### src/design/swsm_consts.svh
`ifndef SWSM_CONSTS_SVH
`define SWSM_CONSTS_SVH

// register addresses: bank bit above the 8-bit i/o address
`define SWSM_ADDR_LVL_CTRL   9'h1e3
`define SWSM_ADDR_CMP_STATE  9'h1e4
`define SWSM_ADDR_DUTY_TRIM  9'h1eb
`define SWSM_ADDR_SYS_CTRL   8'hff

// field positions
`define SWSM_SCR_SLEEP_BIT   3
`define SWSM_SCR_STOP_BIT    0
`define SWSM_RST_LVL_MSB     5
`define SWSM_RST_LVL_LSB     4
`define SWSM_DET_LVL_MSB     2
`define SWSM_DET_LVL_LSB     0
`define SWSM_DUTY_MSB        7
`define SWSM_DUTY_LSB        6
`define SWSM_CMP_LVD_BIT     1
`define SWSM_CMP_POR_BIT     0

// reset values and codes
`define SWSM_LVL_CTRL_RST    8'h00
`define SWSM_DUTY_TRIM_RST   8'h00
`define SWSM_RDATA_NONE      8'h00
`define SWSM_RST_LVL_3V      2'h1
`define SWSM_RST_LVL_RSVD    2'h2
`define SWSM_RST_LVL_NONE    2'h3
`define SWSM_DUTY_LEN_00     10'h080
`define SWSM_DUTY_LEN_01     10'h200
`define SWSM_DUTY_LEN_10     10'h020
`define SWSM_DUTY_LEN_11     10'h008

// timing
`define SWSM_CORE_HZ         125000000
`define SWSM_WAKE_MIN_US     75
`define SWSM_WAKE_MAX_US     105
`define SWSM_WAKE_MIN_CYC    ((`SWSM_WAKE_MIN_US * (`SWSM_CORE_HZ / 1000000)))
`define SWSM_WAKE_MAX_CYC    ((`SWSM_WAKE_MAX_US * (`SWSM_CORE_HZ / 1000000)))

`endif

### src/design/swsm_pkg.sv
package swsm_pkg;

    // sleep / wake sequencer states
    typedef enum logic [2:0] {
        SWSM_IDLE    = 3'b000,
        SWSM_REQ     = 3'b001,
        SWSM_HALTED  = 3'b010,
        SWSM_ASLEEP  = 3'b011,
        SWSM_WAKE_PU = 3'b100,
        SWSM_WAKE_SA = 3'b101,
        SWSM_WAKE_RL = 3'b110,
        SWSM_RESUME  = 3'b111
    } swsm_state_t;

endpackage

### src/design/swsm_tick_if.sv
`timescale 1ns/100ps
// edge pulses of a slow clock sampled on core_clk
interface swsm_tick_if;
    logic rise;
    logic fall;
    modport src (output rise, output fall);
    modport dst (input rise, input fall);
endinterface

### src/design/swsm_duty.sv
`timescale 1ns/100ps
`include "swsm_consts.svh"
module swsm_duty (
    input  wire logic        core_clk,
    input  wire logic        rst_n,
    swsm_tick_if.dst         lp,
    input  wire logic        asleep,
    input  wire logic [1:0]  duty_code,
    output logic             monitor_on
);
    logic [9:0] off_cnt_q;

    // off time in low-power clock periods for each duty code
    function automatic logic [9:0] duty_len(input logic [1:0] code);
        case (code)
            2'h0:    duty_len = `SWSM_DUTY_LEN_00;
            2'h1:    duty_len = `SWSM_DUTY_LEN_01;
            2'h2:    duty_len = `SWSM_DUTY_LEN_10;
            default: duty_len = `SWSM_DUTY_LEN_11;
        endcase
    endfunction

    // monitor on for one period, off for the selected count; always on when awake
    always_ff @(posedge core_clk or negedge rst_n) begin
        if (!rst_n) begin
            monitor_on <= 1'b1;
            off_cnt_q  <= 10'h000;
        end else if (!asleep) begin
            monitor_on <= 1'b1;
            off_cnt_q  <= 10'h000;
        end else if (lp.rise) begin
            if (monitor_on) begin
                monitor_on <= 1'b0;
                off_cnt_q  <= 10'h000;
            end else if (off_cnt_q == duty_len(duty_code) - 10'h001) begin
                monitor_on <= 1'b1;
            end else begin
                off_cnt_q <= off_cnt_q + 10'h001;
            end
        end
    end
endmodule

### src/design/swsm_edge.sv
`timescale 1ns/100ps
module swsm_edge (
    input  wire logic   core_clk,
    input  wire logic   rst_n,
    input  wire logic   sig,
    swsm_tick_if.src    tick
);
    logic prev_q;
    logic rise_q;
    logic fall_q;

    // input is synchronous, so one stage is enough to find its edges
    always_ff @(posedge core_clk or negedge rst_n) begin
        if (!rst_n) begin
            prev_q <= 1'b0;
            rise_q <= 1'b0;
            fall_q <= 1'b0;
        end else begin
            prev_q <= sig;
            rise_q <= sig & ~prev_q;
            fall_q <= ~sig & prev_q;
        end
    end

    assign tick.rise = rise_q;
    assign tick.fall = fall_q;
endmodule

### src/design/swsm_top.sv
`timescale 1ns/100ps
`include "swsm_consts.svh"
// Function
// - setting the sleep bit raises bus-hold request immediately
// - core samples request on its rising clock, acknowledges next rising edge
// - after acknowledge, wait a falling core clock edge, then assert power-down
// - power-down stops flash, fast oscillator, filter, bandgap; monitor runs duty-cycled
// - sleep never disables the external crystal oscillator
// - any pending unmasked interrupt wakes while the stop bit is clear, regardless of global enable; nothing else
// - wake interrupt synchronised on falling low-power clock edge
// - first rising low-power edge after that releases power-down
// - next rising low-power edge samples reset and low-voltage comparators
// - following falling low-power edge drops request; core then drops acknowledge
// - instruction after the sleep write runs before any interrupt service
// - interrupt to core running takes between 75 and 105 us
// - sleep-timer interrupt also serves as periodic interrupt when awake
// - reset level 00/01 set trip, 10 reserved, 11 no reset but readable
// - detect level 000..011 set low-voltage and flash trip, 1xx reserved
// - comparator register bit 1 shows low-voltage comparator tripped
// - comparator register bit 0 shows precise reset comparator tripped
// - monitor registers answer only with the second i/o bank selected
// - duty field bits 7:6 set off periods 128, 512, 32, 8
// - sleep is bit 3 of system control; stop bit must be clear to resume
// - sleep forces core clock to internal oscillator
// - duty field trades detector latency against power during sleep
module swsm_top #(
    parameter int WAKE_MIN_CYC = `SWSM_WAKE_MIN_CYC,
    parameter int WAKE_MAX_CYC = `SWSM_WAKE_MAX_CYC
) (
    input  wire logic        core_clk,
    input  wire logic        rst_n,
    input  wire logic [7:0]  io_addr,
    input  wire logic        io_bank_select,
    input  wire logic        io_wr,
    input  wire logic        io_rd,
    input  wire logic [7:0]  io_wdata,
    output logic      [7:0]  io_rdata,
    input  wire logic        core_clock,
    input  wire logic        lp_clk,
    input  wire logic        bus_hold_ack,
    input  wire logic        irq_pending,
    input  wire logic        sleep_timer_evt,
    input  wire logic        lvd_comp,
    input  wire logic        por_comp,
    output logic             bus_hold_request,
    output logic             power_down_strobe,
    output logic             int_osc_forced,
    output logic             isr_defer,
    output logic             sleep_timer_irq,
    output logic             monitor_enable,
    output logic      [1:0]  reset_level_sel,
    output logic      [2:0]  detect_level_sel,
    output logic             precise_supply_reset,
    output logic             wake_in_window
);

    swsm_tick_if lp_tick ();
    swsm_tick_if cpu_tick ();

    swsm_pkg::swsm_state_t state_q;
    logic [7:0]  lvl_ctrl_q;
    logic [7:0]  duty_trim_q;
    logic        sleep_q;
    logic        stop_q;
    logic        lvd_state_q;
    logic        por_state_q;
    logic        monitor_on;
    logic [16:0] wake_cnt_q;
    logic        wake_cnt_en_q;
    logic        wr_sys;
    logic        wr_lvl;
    logic        wr_duty;
    logic        wake_cause;

    ////////////////////////////////////////////////////////////////////////////
    // edge finders for the low-power clock and the core clock

    swsm_edge u_lp_edge (
        .core_clk (core_clk),
        .rst_n    (rst_n),
        .sig      (lp_clk),
        .tick     (lp_tick.src)
    );

    swsm_edge u_cpu_edge (
        .core_clk (core_clk),
        .rst_n    (rst_n),
        .sig      (core_clock),
        .tick     (cpu_tick.src)
    );

    swsm_duty u_duty (
        .core_clk   (core_clk),
        .rst_n      (rst_n),
        .lp         (lp_tick.dst),
        .asleep     (power_down_strobe),
        .duty_code  (duty_trim_q[`SWSM_DUTY_MSB:`SWSM_DUTY_LSB]),
        .monitor_on (monitor_on)
    );

    ////////////////////////////////////////////////////////////////////////////
    // register decode

    // monitor registers live only in the second bank
    assign wr_lvl  = io_wr && ({io_bank_select, io_addr} == `SWSM_ADDR_LVL_CTRL);
    assign wr_duty = io_wr && ({io_bank_select, io_addr} == `SWSM_ADDR_DUTY_TRIM);
    assign wr_sys  = io_wr && (io_addr == `SWSM_ADDR_SYS_CTRL);

    // only defined fields are stored, so reserved bits read zero
    always_ff @(posedge core_clk or negedge rst_n) begin
        if (!rst_n) begin
            lvl_ctrl_q <= `SWSM_LVL_CTRL_RST;
        end else if (wr_lvl) begin
            lvl_ctrl_q <= 8'h00;
            lvl_ctrl_q[`SWSM_RST_LVL_MSB:`SWSM_RST_LVL_LSB] <=
                io_wdata[`SWSM_RST_LVL_MSB:`SWSM_RST_LVL_LSB];
            lvl_ctrl_q[`SWSM_DET_LVL_MSB:`SWSM_DET_LVL_LSB] <=
                io_wdata[`SWSM_DET_LVL_MSB:`SWSM_DET_LVL_LSB];
        end
    end

    // duty field only; low six bits are reserved
    always_ff @(posedge core_clk or negedge rst_n) begin
        if (!rst_n) begin
            duty_trim_q <= `SWSM_DUTY_TRIM_RST;
        end else if (wr_duty) begin
            duty_trim_q <= {io_wdata[`SWSM_DUTY_MSB:`SWSM_DUTY_LSB], 6'h00};
        end
    end

    // sleep and stop bits of system control; hardware clears sleep on resume
    always_ff @(posedge core_clk or negedge rst_n) begin
        if (!rst_n) begin
            sleep_q <= 1'b0;
            stop_q  <= 1'b0;
        end else begin
            if (wr_sys) begin
                stop_q <= io_wdata[`SWSM_SCR_STOP_BIT];
            end
            if (wr_sys && io_wdata[`SWSM_SCR_SLEEP_BIT]) begin
                sleep_q <= 1'b1;
            end else if (state_q == swsm_pkg::SWSM_RESUME && cpu_tick.rise && !bus_hold_ack) begin
                sleep_q <= 1'b0;
            end else if (wr_sys) begin
                sleep_q <= 1'b0;
            end
        end
    end

    // read data is registered; unmapped addresses and wrong bank read zero
    always_ff @(posedge core_clk or negedge rst_n) begin
        if (!rst_n) begin
            io_rdata <= `SWSM_RDATA_NONE;
        end else if (io_rd) begin
            if ({io_bank_select, io_addr} == `SWSM_ADDR_LVL_CTRL) begin
                io_rdata <= lvl_ctrl_q;
            end else if ({io_bank_select, io_addr} == `SWSM_ADDR_CMP_STATE) begin
                io_rdata <= {6'h00, lvd_state_q, por_state_q};
            end else if ({io_bank_select, io_addr} == `SWSM_ADDR_DUTY_TRIM) begin
                io_rdata <= duty_trim_q;
            end else if (io_addr == `SWSM_ADDR_SYS_CTRL) begin
                io_rdata <= 8'h00 | ({7'h00, sleep_q} << `SWSM_SCR_SLEEP_BIT)
                                  | ({7'h00, stop_q} << `SWSM_SCR_STOP_BIT);
            end else begin
                io_rdata <= `SWSM_RDATA_NONE;
            end
        end
    end

    ////////////////////////////////////////////////////////////////////////////
    // sleep / wake sequencer

    // global enable is not looked at; only an interrupt may wake
    assign wake_cause = (irq_pending || sleep_timer_evt) && !stop_q;

    always_ff @(posedge core_clk or negedge rst_n) begin
        if (!rst_n) begin
            state_q <= swsm_pkg::SWSM_IDLE;
        end else begin
            unique case (state_q)
                swsm_pkg::SWSM_IDLE: begin
                    if (wr_sys && io_wdata[`SWSM_SCR_SLEEP_BIT]) begin
                        state_q <= swsm_pkg::SWSM_REQ;
                    end
                end
                swsm_pkg::SWSM_REQ: begin
                    if (bus_hold_ack) begin
                        state_q <= swsm_pkg::SWSM_HALTED;
                    end
                end
                swsm_pkg::SWSM_HALTED: begin
                    if (cpu_tick.fall) begin
                        state_q <= swsm_pkg::SWSM_ASLEEP;
                    end
                end
                swsm_pkg::SWSM_ASLEEP: begin
                    if (wake_cause && lp_tick.fall) begin
                        state_q <= swsm_pkg::SWSM_WAKE_PU;
                    end
                end
                swsm_pkg::SWSM_WAKE_PU: begin
                    if (lp_tick.rise) begin
                        state_q <= swsm_pkg::SWSM_WAKE_SA;
                    end
                end
                swsm_pkg::SWSM_WAKE_SA: begin
                    if (lp_tick.rise) begin
                        state_q <= swsm_pkg::SWSM_WAKE_RL;
                    end
                end
                swsm_pkg::SWSM_WAKE_RL: begin
                    if (lp_tick.fall) begin
                        state_q <= swsm_pkg::SWSM_RESUME;
                    end
                end
                swsm_pkg::SWSM_RESUME: begin
                    if (!bus_hold_ack && cpu_tick.rise) begin
                        state_q <= swsm_pkg::SWSM_IDLE;
                    end
                end
            endcase
        end
    end

    // request rises with the sleep write and stays until the release edge
    always_ff @(posedge core_clk or negedge rst_n) begin
        if (!rst_n) begin
            bus_hold_request <= 1'b0;
        end else if (state_q == swsm_pkg::SWSM_IDLE && wr_sys && io_wdata[`SWSM_SCR_SLEEP_BIT]) begin
            bus_hold_request <= 1'b1;
        end else if (state_q == swsm_pkg::SWSM_WAKE_RL && lp_tick.fall) begin
            bus_hold_request <= 1'b0;
        end
    end

    // one strobe powers down flash, fast oscillator, filter and bandgap;
    // the crystal is deliberately not on it
    always_ff @(posedge core_clk or negedge rst_n) begin
        if (!rst_n) begin
            power_down_strobe <= 1'b0;
        end else if (state_q == swsm_pkg::SWSM_HALTED && cpu_tick.fall) begin
            power_down_strobe <= 1'b1;
        end else if (state_q == swsm_pkg::SWSM_WAKE_PU && lp_tick.rise) begin
            power_down_strobe <= 1'b0;
        end
    end

    // core clock select held on the internal oscillator from entry until resume
    always_ff @(posedge core_clk or negedge rst_n) begin
        if (!rst_n) begin
            int_osc_forced <= 1'b0;
        end else if (state_q == swsm_pkg::SWSM_HALTED && cpu_tick.fall) begin
            int_osc_forced <= 1'b1;
        end else if (state_q == swsm_pkg::SWSM_IDLE) begin
            int_osc_forced <= 1'b0;
        end
    end

    // interrupt entry is held off until the core has run one instruction
    always_ff @(posedge core_clk or negedge rst_n) begin
        if (!rst_n) begin
            isr_defer <= 1'b0;
        end else if (state_q == swsm_pkg::SWSM_WAKE_RL && lp_tick.fall) begin
            isr_defer <= 1'b1;
        end else if (state_q == swsm_pkg::SWSM_RESUME && !bus_hold_ack && cpu_tick.rise) begin
            isr_defer <= 1'b0;
        end
    end

    // comparators sampled at the settle edge; live while awake, frozen while
    // powered down since the monitor is only duty-cycled then
    always_ff @(posedge core_clk or negedge rst_n) begin
        if (!rst_n) begin
            lvd_state_q <= 1'b0;
            por_state_q <= 1'b0;
        end else if ((state_q == swsm_pkg::SWSM_WAKE_SA && lp_tick.rise) || !power_down_strobe) begin
            lvd_state_q <= lvd_comp;
            por_state_q <= por_comp;
        end
    end

    // level outputs; code 11 runs the comparator at the 3 V setting
    always_ff @(posedge core_clk or negedge rst_n) begin
        if (!rst_n) begin
            reset_level_sel  <= 2'h0;
            detect_level_sel <= 3'h0;
        end else begin
            reset_level_sel <= (lvl_ctrl_q[`SWSM_RST_LVL_MSB:`SWSM_RST_LVL_LSB] == `SWSM_RST_LVL_NONE)
                               ? `SWSM_RST_LVL_3V : lvl_ctrl_q[`SWSM_RST_LVL_MSB:`SWSM_RST_LVL_LSB];
            detect_level_sel <= lvl_ctrl_q[`SWSM_DET_LVL_MSB:`SWSM_DET_LVL_LSB];
        end
    end

    // reserved code 10 and no-reset code 11 both keep the reset quiet
    always_ff @(posedge core_clk or negedge rst_n) begin
        if (!rst_n) begin
            precise_supply_reset <= 1'b0;
        end else begin
            precise_supply_reset <= por_state_q && !lvl_ctrl_q[`SWSM_RST_LVL_MSB];
        end
    end

    // timer interrupt passes through in every state; monitor duty in sleep only
    always_ff @(posedge core_clk or negedge rst_n) begin
        if (!rst_n) begin
            sleep_timer_irq <= 1'b0;
            monitor_enable  <= 1'b1;
        end else begin
            sleep_timer_irq <= sleep_timer_evt;
            monitor_enable  <= monitor_on;
        end
    end

    // wake latency counter: from the first cycle a wake cause is seen asleep
    always_ff @(posedge core_clk or negedge rst_n) begin
        if (!rst_n) begin
            wake_cnt_q     <= 17'h00000;
            wake_cnt_en_q  <= 1'b0;
            wake_in_window <= 1'b0;
        end else if (state_q == swsm_pkg::SWSM_ASLEEP && wake_cause && !wake_cnt_en_q) begin
            wake_cnt_q    <= 17'h00000;
            wake_cnt_en_q <= 1'b1;
        end else if (wake_cnt_en_q && state_q == swsm_pkg::SWSM_IDLE) begin
            wake_cnt_en_q  <= 1'b0;
            wake_in_window <= (wake_cnt_q >= WAKE_MIN_CYC[16:0]) &&
                              (wake_cnt_q <= WAKE_MAX_CYC[16:0]);
        end else if (wake_cnt_en_q) begin
            wake_cnt_q <= wake_cnt_q + 17'h00001;
        end
    end

    ////////////////////////////////////////////////////////////////////////////
    // assertions

    a_req_on_sleep: assert property (@(posedge core_clk) disable iff (!rst_n)
        (state_q == swsm_pkg::SWSM_IDLE && wr_sys && io_wdata[`SWSM_SCR_SLEEP_BIT]) |=> bus_hold_request)
        else $error("bus-hold request not raised after sleep write");

    a_strobe_after_fall: assert property (@(posedge core_clk) disable iff (!rst_n)
        $rose(power_down_strobe) |-> $past(cpu_tick.fall) && bus_hold_request)
        else $error("power-down rose without core clock falling edge");

    a_wake_needs_irq: assert property (@(posedge core_clk) disable iff (!rst_n)
        (state_q == swsm_pkg::SWSM_ASLEEP) ##1 (state_q == swsm_pkg::SWSM_WAKE_PU)
        |-> $past(wake_cause) && $past(lp_tick.fall))
        else $error("woke without interrupt or off a falling edge");

    a_strobe_rel_rise: assert property (@(posedge core_clk) disable iff (!rst_n)
        $fell(power_down_strobe) |-> $past(lp_tick.rise) && bus_hold_request)
        else $error("power-down released off a rising edge");

    a_cmp_sample: assert property (@(posedge core_clk) disable iff (!rst_n)
        (state_q == swsm_pkg::SWSM_WAKE_SA && lp_tick.rise)
        |=> lvd_state_q == $past(lvd_comp) && por_state_q == $past(por_comp))
        else $error("comparators not sampled at settle edge");

    a_req_drop_fall: assert property (@(posedge core_clk) disable iff (!rst_n)
        $fell(bus_hold_request) |-> $past(lp_tick.fall) && !power_down_strobe && isr_defer)
        else $error("request dropped off a falling edge");

    a_no_reset_hi: assert property (@(posedge core_clk) disable iff (!rst_n)
        lvl_ctrl_q[`SWSM_RST_LVL_MSB] ##1 lvl_ctrl_q[`SWSM_RST_LVL_MSB] |-> !precise_supply_reset)
        else $error("reset generated with codes 10 or 11");

    a_bank_gate: assert property (@(posedge core_clk) disable iff (!rst_n)
        (io_rd && !io_bank_select && io_addr != `SWSM_ADDR_SYS_CTRL) |=> io_rdata == `SWSM_RDATA_NONE)
        else $error("monitor register answered in first bank");

    a_wake_bound: assert property (@(posedge core_clk) disable iff (!rst_n)
        wake_cnt_en_q |-> wake_cnt_q <= WAKE_MAX_CYC[16:0])
        else $error("wake took longer than the limit");

endmodule

### config.mk
export PLATFORM = sky130hd
export DESIGN_NAME = swsm_top
export DESIGN_NICKNAME = d
export VERILOG_FILES = /design/src/design/swsm_pkg.sv /design/src/design/swsm_tick_if.sv /design/src/design/swsm_duty.sv /design/src/design/swsm_edge.sv /design/src/design/swsm_top.sv
export VERILOG_INCLUDE_DIRS = /design/src /design/src/design
export SDC_FILE = /design/constraint.sdc
export NUM_CORES = 1
export LEC_CHECK = 0
export BUFFER_PORTS_ARGS = -buffer_cell sky130_fd_sc_hd__clkbuf_2
export CAP_MARGIN = 40
export CORE_UTILIZATION = 44
export DETAILED_ROUTE_END_ITERATION = 16
export PLACE_DENSITY = 0.67
export SYNTH_ARGS = -nofsm -noshare
export SYNTH_HDL_FRONTEND = slang
export SYNTH_SLANG_ARGS = --single-unit
### constraint.sdc
create_clock -name core_clk -period 2.9 [get_ports core_clk]
set_input_delay 0 -clock core_clk [delete_from_list [all_inputs] [get_ports core_clk]]
set_output_delay 0 -clock core_clk [all_outputs]
set_load 0.05 [all_outputs]
==> results of run 1 <==
==> worst paths after layout <==
kind / to / slack, ps / cells past startpoint / start
max in group asynchronous: wake_cnt_en_q$_DFFE_PN0P_ / 2210 / 4 / rst_n
min reg2reg: detect_level_sel[0]$_DFF_PN0_ / 390 / 0 / lvl_ctrl_q[0]$_DFFE_PN0P_
max reg2reg: state_q[1]$_DFFE_PN0P_ / 810 / 7 / state_q[0]$_DFFE_PN0P_
min in group asynchronous: wake_cnt_q[8]$_DFFE_PN0P_ / 160 / 3 / rst_n
min: stop_q$_DFFE_PN0N_ / 40 / 3 / io_wr
max: state_q[1]$_DFFE_PN0P_ / 810 / 7 / state_q[0]$_DFFE_PN0P_
==> cells by family (layout without fill, tap and decap cells) <==
kind of cell,after synthesis,count (layout),synth area share
xor gates and xnor gates,12,12,0.02977
buffers and inverters,35,102,0.03969
AOI/OAI and AO/OA,67,67,0.1347
and+or+nand+nor,160,160,0.2381
DFF,70,70,0.4968
adders and majority gates,7,7,0.02480
muxes,11,11,0.03614
==> sequential cells by signal, summed over array words and instances, names as in the netlist, 2 cells and up <==
register / flops
detect_level_sel: 3
u_duty.off_cnt_q: 10
duty_trim_q: 2
state_q: 3
reset_level_sel: 2
wake_cnt_q: 17
io_rdata: 8
lvl_ctrl_q: 5
==> power groups by stage <==
stage	logic, mW	clock network, mW	registers, mW
6_report	0.877	0.795	1.31
5_1_grt	0.985	0.853	1.33
3_3_place_gp	0.832	0	1.32
2_1_floorplan	0.558	0	1.39
3_5_place_dp	0.857	0	1.32
4_1_cts	0.880	0.811	1.31
==> final cells by class <==
| type | instances | area share |
|---|---|---|
| flip-flops and latches | 70 | 0.4153 |
| multi-input cells | 257 | 0.3874 |
| repair buffers | 66 | 0.1025 |
| clock buffers | 10 | 0.03021 |
| well taps | 102 | 0.03021 |
| inverters | 20 | 0.01777 |
| clock inverters | 6 | 0.01659 |
==> cell usage in the layout, fill, tap and decap left out, types with 2 or more instances in the layout <==
master,count
nand2_1,45
and4b_1,2
nand2b_1,4
dlygate4sd3_1,15
nor2_1,33
o221ai_1,6
inv_1,20
mux2_2,10
o22ai_1,9
o21ai_0,15
ha_1,7
nor4b_2,2
or3_1,5
nand3_1,20
buf_4,2
clkbuf_2,47
o211ai_1,4
a31oi_1,2
clkinvlp_4,3
nor4_2,2
a21oi_1,11
a31o_2,3
dfstp_2,2
xnor2_1,9
nor2b_1,7
clkbuf_8,9
nor3_1,11
dfrtp_1,68
and3_1,6
xor2_1,3
nand4_1,8
nor4_1,2
==> worst min-delay path, cell delays in order <==
cell	delay, ps
clkbuf_2	120
nand2_1	90
mux2_2	150
==> metal layers <==
layer	vias to the layer above	part of all wire	GRT usage
met1	1401	0.44	0.2596
met2	76	0.50	0.3346
met3	12	0.050	0.06030
met5	-	0	0
li1	1413	-	-
met4	0	0.011	0.06481
==> metrics by stage <==
step	power, mW	cell area (um2)	util
after floorplan	1.946	3531	-
after global placement	2.150	3849	0.4981
after detailed placement	2.180	3876	0.5016
after CTS	2.997	4224	0.5466
after global routing	3.171	4224	0.5466
final	2.978	4224	0.5466
==> flow_metrics.env, run 1 <==
export IMPL_clock_latency_ps=350
export IMPL_drive_gt1_frac=0.2238
export IMPL_min_period_over_period=0.7224
export IMPL_worstPathMaxFanout=6
export IMPL_coreArea_mm2=0.007727
export IMPL_htreeDepth=3
export IMPL_setup_ws_ps=805.2
export IMPL_powerDensity_mw_per_mm2=705.1
export IMPL_synthTopCellsByCount="68 x dfrtp_1, 45 x nand2_1, 33 x nor2_1"
export IMPL_max_stage_delay_ps=400
export IMPL_synth_edf_count=0
export IMPL_place_gp_congestion=0.8675
export IMPL_grt_overflow=0
export IMPL_cp_slowest_cell="o32ai_1"
export IMPL_yosysWarnings=0
export IMPL_required_ps=3140
export IMPL_vias=2902
export IMPL_holdBufCountCts=15
export IMPL_outcome="finished clean"
export IMPL_cts_buffer_depth=2
export IMPL_dieHeight_um=91.58
export IMPL_grt_pass1_wl_um=13630
export IMPL_clock_skew_ps=12.05
export IMPL_drc=0
export IMPL_netlist_area_leader_share=0.4819
export IMPL_async_reset_ff_frac=1.000
export IMPL_worst_pin_slew_ps=582.7
export IMPL_pwr_share_comb=0.294
export IMPL_multi_input_area_mm2=0.001637
export IMPL_min_period_ps=2095
export IMPL_yosys_area_top_type="dfrtp_1"
export IMPL_power_switching_mw=1.139
export IMPL_drtAntennaViolNets=0
export IMPL_timing_final_hold_violations=0
export IMPL_cts_root_buf="clkbuf_8"
export IMPL_max_freq_mhz=477.4
export IMPL_wl_per_cell_um=14.60
export IMPL_post_cts_buffers=0
export IMPL_pin_count=49
export IMPL_setup_viol=0
export IMPL_syn_nets=397
export IMPL_viasPerCell=5.465
export IMPL_die_area_mm2=0.008387
export IMPL_fillerInstances=705
export IMPL_syn_instance_count=362
export IMPL_critPathLaunchType="flip-flop"
export IMPL_pwr_share_clk=0.267
export IMPL_dp_cells=500
export IMPL_slew_limit_headroom=0.6115
export IMPL_cp_data_arrival_time_ps=2340
export IMPL_p_leak_nw=1.868
export IMPL_instances_no_fill=531
export IMPL_critPathKind="flip-flop to flip-flop"
export IMPL_tritoncts="yes"
export IMPL_finalMaxSlewViolations=0
export IMPL_whs_ps=42.10
export IMPL_crit_path_end_kind="flip-flop"
export IMPL_synth_most_common_cell="dfrtp_1"
export IMPL_hp_class="primary input to flip-flop"
export IMPL_io_buffers=48
export IMPL_firstDrtPassIters=4
export IMPL_synthToLayoutAreaGrowth_pct=19.63
export IMPL_grt_pass1_vias=2914
export IMPL_ctsResizeCount=0
export IMPL_setup_tns_ps=0
export IMPL_synth_seq_area_share=0.4968
export IMPL_antenna_found_initial=0
export IMPL_antenna_cells=0
export IMPL_drt_iter0_drc=104
export IMPL_maxCapViolCount=0
export IMPL_clk_pin_slew_ps=80
export IMPL_clkSinkCount=70
export IMPL_ir_worst_vdd_mv=0.5368
export IMPL_grt_max_degree=51
export IMPL_regArea_mm2=0.001754
export IMPL_synthTopCellsByArea="dfrtp_1 48%, nand2_1 4.8%, nor2_1 3.5%, mux2_2 3.2%, nand3_1 2.8%"
export IMPL_ys_flop_type="dfrtp_1"
export IMPL_rsz0062_at_grt="no"
export IMPL_initial_utilization=0.4569
export IMPL_synth_area_per_cell_um2=9.754
export IMPL_crit_chain="inv_1, ha_1, nor2_1, o221ai_1, o32ai_1, o22ai_1, mux2_2"
export IMPL_cpLargestDelayFamily="compound AO/OA/AOI/OAI gates"
export IMPL_synth_cell_types=62
export IMPL_grt_usage=0.2045
export IMPL_cts_buffers=9
export IMPL_ys_seq_elements=70
export IMPL_rows=32
export IMPL_sequentialPowerShare=0.439
export IMPL_intPower_mw=1.840
export IMPL_switching_share=0.3823
export IMPL_die_w_um=91.58
export IMPL_crit_buf_inv=1
export IMPL_drt_total_wl_um=7752
export IMPL_nets=459
export IMPL_dpl_hpwl_um=5350
export IMPL_dp_slack_ps=851.1
export IMPL_synth_area_mm2=0.003531
Note: power is estimated with default switching activity, not from simulation.
==> run 2, diff against run 1 <==
==> constraint.sdc (replaced) <==
create_clock -name core_clk -period 2 [get_ports core_clk]
set_input_delay 0 -clock core_clk [delete_from_list [all_inputs] [get_ports core_clk]]
set_output_delay 0 -clock core_clk [all_outputs]
set_load 0.05 [all_outputs]
==> flow_metrics.env, run 2 (synthesis gave the netlist of run 1 again) <==
export IMPL_nets=465
export IMPL_grt_pass1_wl_um=13280
export IMPL_min_from="io_addr[3]"
export IMPL_maxCapViolCount=0
export IMPL_crit_chain="inv_1, ha_1, nor2_1, o221ai_1, o32ai_2, o22ai_2, mux2_2"
export IMPL_cts_buffer_depth=2
export IMPL_viasPerCell=5.418
export IMPL_htreeDepth=3
export IMPL_antenna_found_initial=0
export IMPL_min_period_ps=1921
export IMPL_rows=32
export IMPL_p_leak_nw=1.903
export IMPL_worstPathMaxFanout=4
export IMPL_required_ps=2240
export IMPL_slew_limit_headroom=0.6520
export IMPL_clock_skew_ps=6.310
export IMPL_max_stage_delay_ps=400
export IMPL_drc=0
export IMPL_cp_slowest_cell="dfrtp_1"
export IMPL_firstDrtPassIters=4
export IMPL_drive_gt1_frac=0.2442
export IMPL_place_gp_congestion=0.8862
export IMPL_finalMaxSlewViolations=0
export IMPL_final_cell_mix="68 x dfrtp_1, 47 x clkbuf_2, 45 x nand2_1, 33 x nor2_1"
export IMPL_antenna_cells=0
export IMPL_die_w_um=91.58
export IMPL_vias=2904
export IMPL_drt_total_wl_um=7657
export IMPL_grt_usage=0.2004
export IMPL_cpLargestDelayFamily="compound AO/OA/AOI/OAI gates"
export IMPL_reg2regPathDepth=7
export IMPL_reg2reg_from="state_q[1]$_DFFE_PN0P_"
export IMPL_cts_buffers=9
export IMPL_cp_data_arrival_time_ps=2160
export IMPL_dp_slack_ps=83.80
export IMPL_worst_pin_slew_ps=515.2
export IMPL_setup_viol=0
export IMPL_dieHeight_um=91.58
export IMPL_wl_per_cell_um=14.29
export IMPL_pin_count=49
export IMPL_reg2reg_to="state_q[1]$_DFFE_PN0P_"
export IMPL_io_buffers=48
export IMPL_clkSinkCount=70
export IMPL_timing_final_hold_violations=0
export IMPL_drtAntennaViolNets=0
export IMPL_regMostFlops="wake_cnt_q"
export IMPL_top_regs="wake_cnt_q: 17 flops, u_duty.off_cnt_q: 10 flops, io_rdata: 8 flops"
export IMPL_setup_ws_ps=79.31
export IMPL_initial_utilization=0.4569
export IMPL_ir_worst_vdd_mv=0.8078
export IMPL_final_common_cell="dfrtp_1"
export IMPL_setup_tns_ps=0
export IMPL_grt_max_degree=27
export IMPL_drt_iter0_drc=144
export IMPL_largest_reg_flops=17
export IMPL_die_area_mm2=0.008387
export IMPL_post_cts_buffers=0
export IMPL_hp_class="primary input to flip-flop"
export IMPL_powerDensity_mw_per_mm2=1058
export IMPL_coreArea_mm2=0.007727
export IMPL_outcome="finished clean"
export IMPL_dpl_hpwl_um=5345
export IMPL_rsz0062_at_grt="yes"
export IMPL_crit_path_end_kind="flip-flop"
export IMPL_hold_end="io_rdata[7]$_DFFE_PN0P_"
export IMPL_clk_pin_slew_ps=70
export IMPL_critPathKind="flip-flop to flip-flop"
export IMPL_critPathLaunchType="flip-flop"
export IMPL_grt_overflow=0
export IMPL_min_period_over_period=0.9603
export IMPL_min_path_cells=3
export IMPL_synthToLayoutAreaGrowth_pct=21.23
export IMPL_r2r_slack_ps=80
export IMPL_grt_pass1_vias=2830
export IMPL_clock_latency_ps=360
export IMPL_max_freq_mhz=520.6
export IMPL_crit_buf_inv=1
export IMPL_tritoncts="yes"
export IMPL_whs_ps=12.25
export IMPL_cts_root_buf="clkbuf_8"
[run 2: what timing repair did]
| item | in CTS | in global routing |
|---|---|---|
| hold endpoints to repair | 38 | 0 |
| resized for setup | 0 | 3 |
| endpoints found under the setup margin | 0 | 3 |
| hold buffers | 14 | 0 |
[run 2: final cells by class]
class                   count  area, um2
flip-flops and latches     70       1754
repair buffers             72      455.4
inverters                  20      75.07
multi-input cells         257       1657
well taps                 102      127.6
clock inverters             6      87.58
clock buffers               9      123.9
fillers                   685       3447
[run 2: worst max path at each step]
stage	from	endpoint	slack, ps	depth (start not counted)
floorplan	state_q[0]$_DFFE_PN0P_	state_q[1]$_DFFE_PN0P_	240	7
global placement	state_q[1]$_DFFE_PN0P_	state_q[1]$_DFFE_PN0P_	180	7
detailed placement	state_q[1]$_DFFE_PN0P_	state_q[1]$_DFFE_PN0P_	80	7
CTS	state_q[1]$_DFFE_PN0P_	state_q[1]$_DFFE_PN0P_	70	7
global route	state_q[1]$_DFFE_PN0P_	state_q[1]$_DFFE_PN0P_	-50	7
finish	state_q[1]$_DFFE_PN0P_	state_q[1]$_DFFE_PN0P_	80	7
[run 2: metal layers]
metal,wire length [um],vias up,GRT usage,part of all wire
met5,0,-,0,0
met4,75,0,0.07275,0.0098
met3,336,10,0.05779,0.044
met2,3794,63,0.3177,0.50
met1,3451,1404,0.2604,0.45
li1,-,1427,-,-
[run 2: through the flow]
step / power [mW] / std cells / instance area [um2] / utilization
after floorplan: 2.821 / 362 / 3531 / -
after global placement: 3.218 / 507 / 3909 / 0.5058
after detailed placement: 3.257 / 507 / 3909 / 0.5058
after CTS: 4.533 / 536 / 4260 / 0.5513
after global routing: 4.782 / 536 / 4280 / 0.5539
final: 4.528 / 536 / 4280 / 0.5539
[run 2: power breakdown]
group / total (mW) / switching [mW] / leakage, nW / internal (mW)
sequential: 1.84 / 0.216 / 0.914 / 1.63
clock: 1.24 / 0.545 / 0.0973 / 0.692
combinational: 1.45 / 0.903 / 0.892 / 0.547
total: 4.53 / 1.66 / 1.90 / 2.86
[run 2: worst min-delay path, cell delays in order]
cell	delay, ps
clkbuf_2	120
nand3_1	110
o22ai_1	90
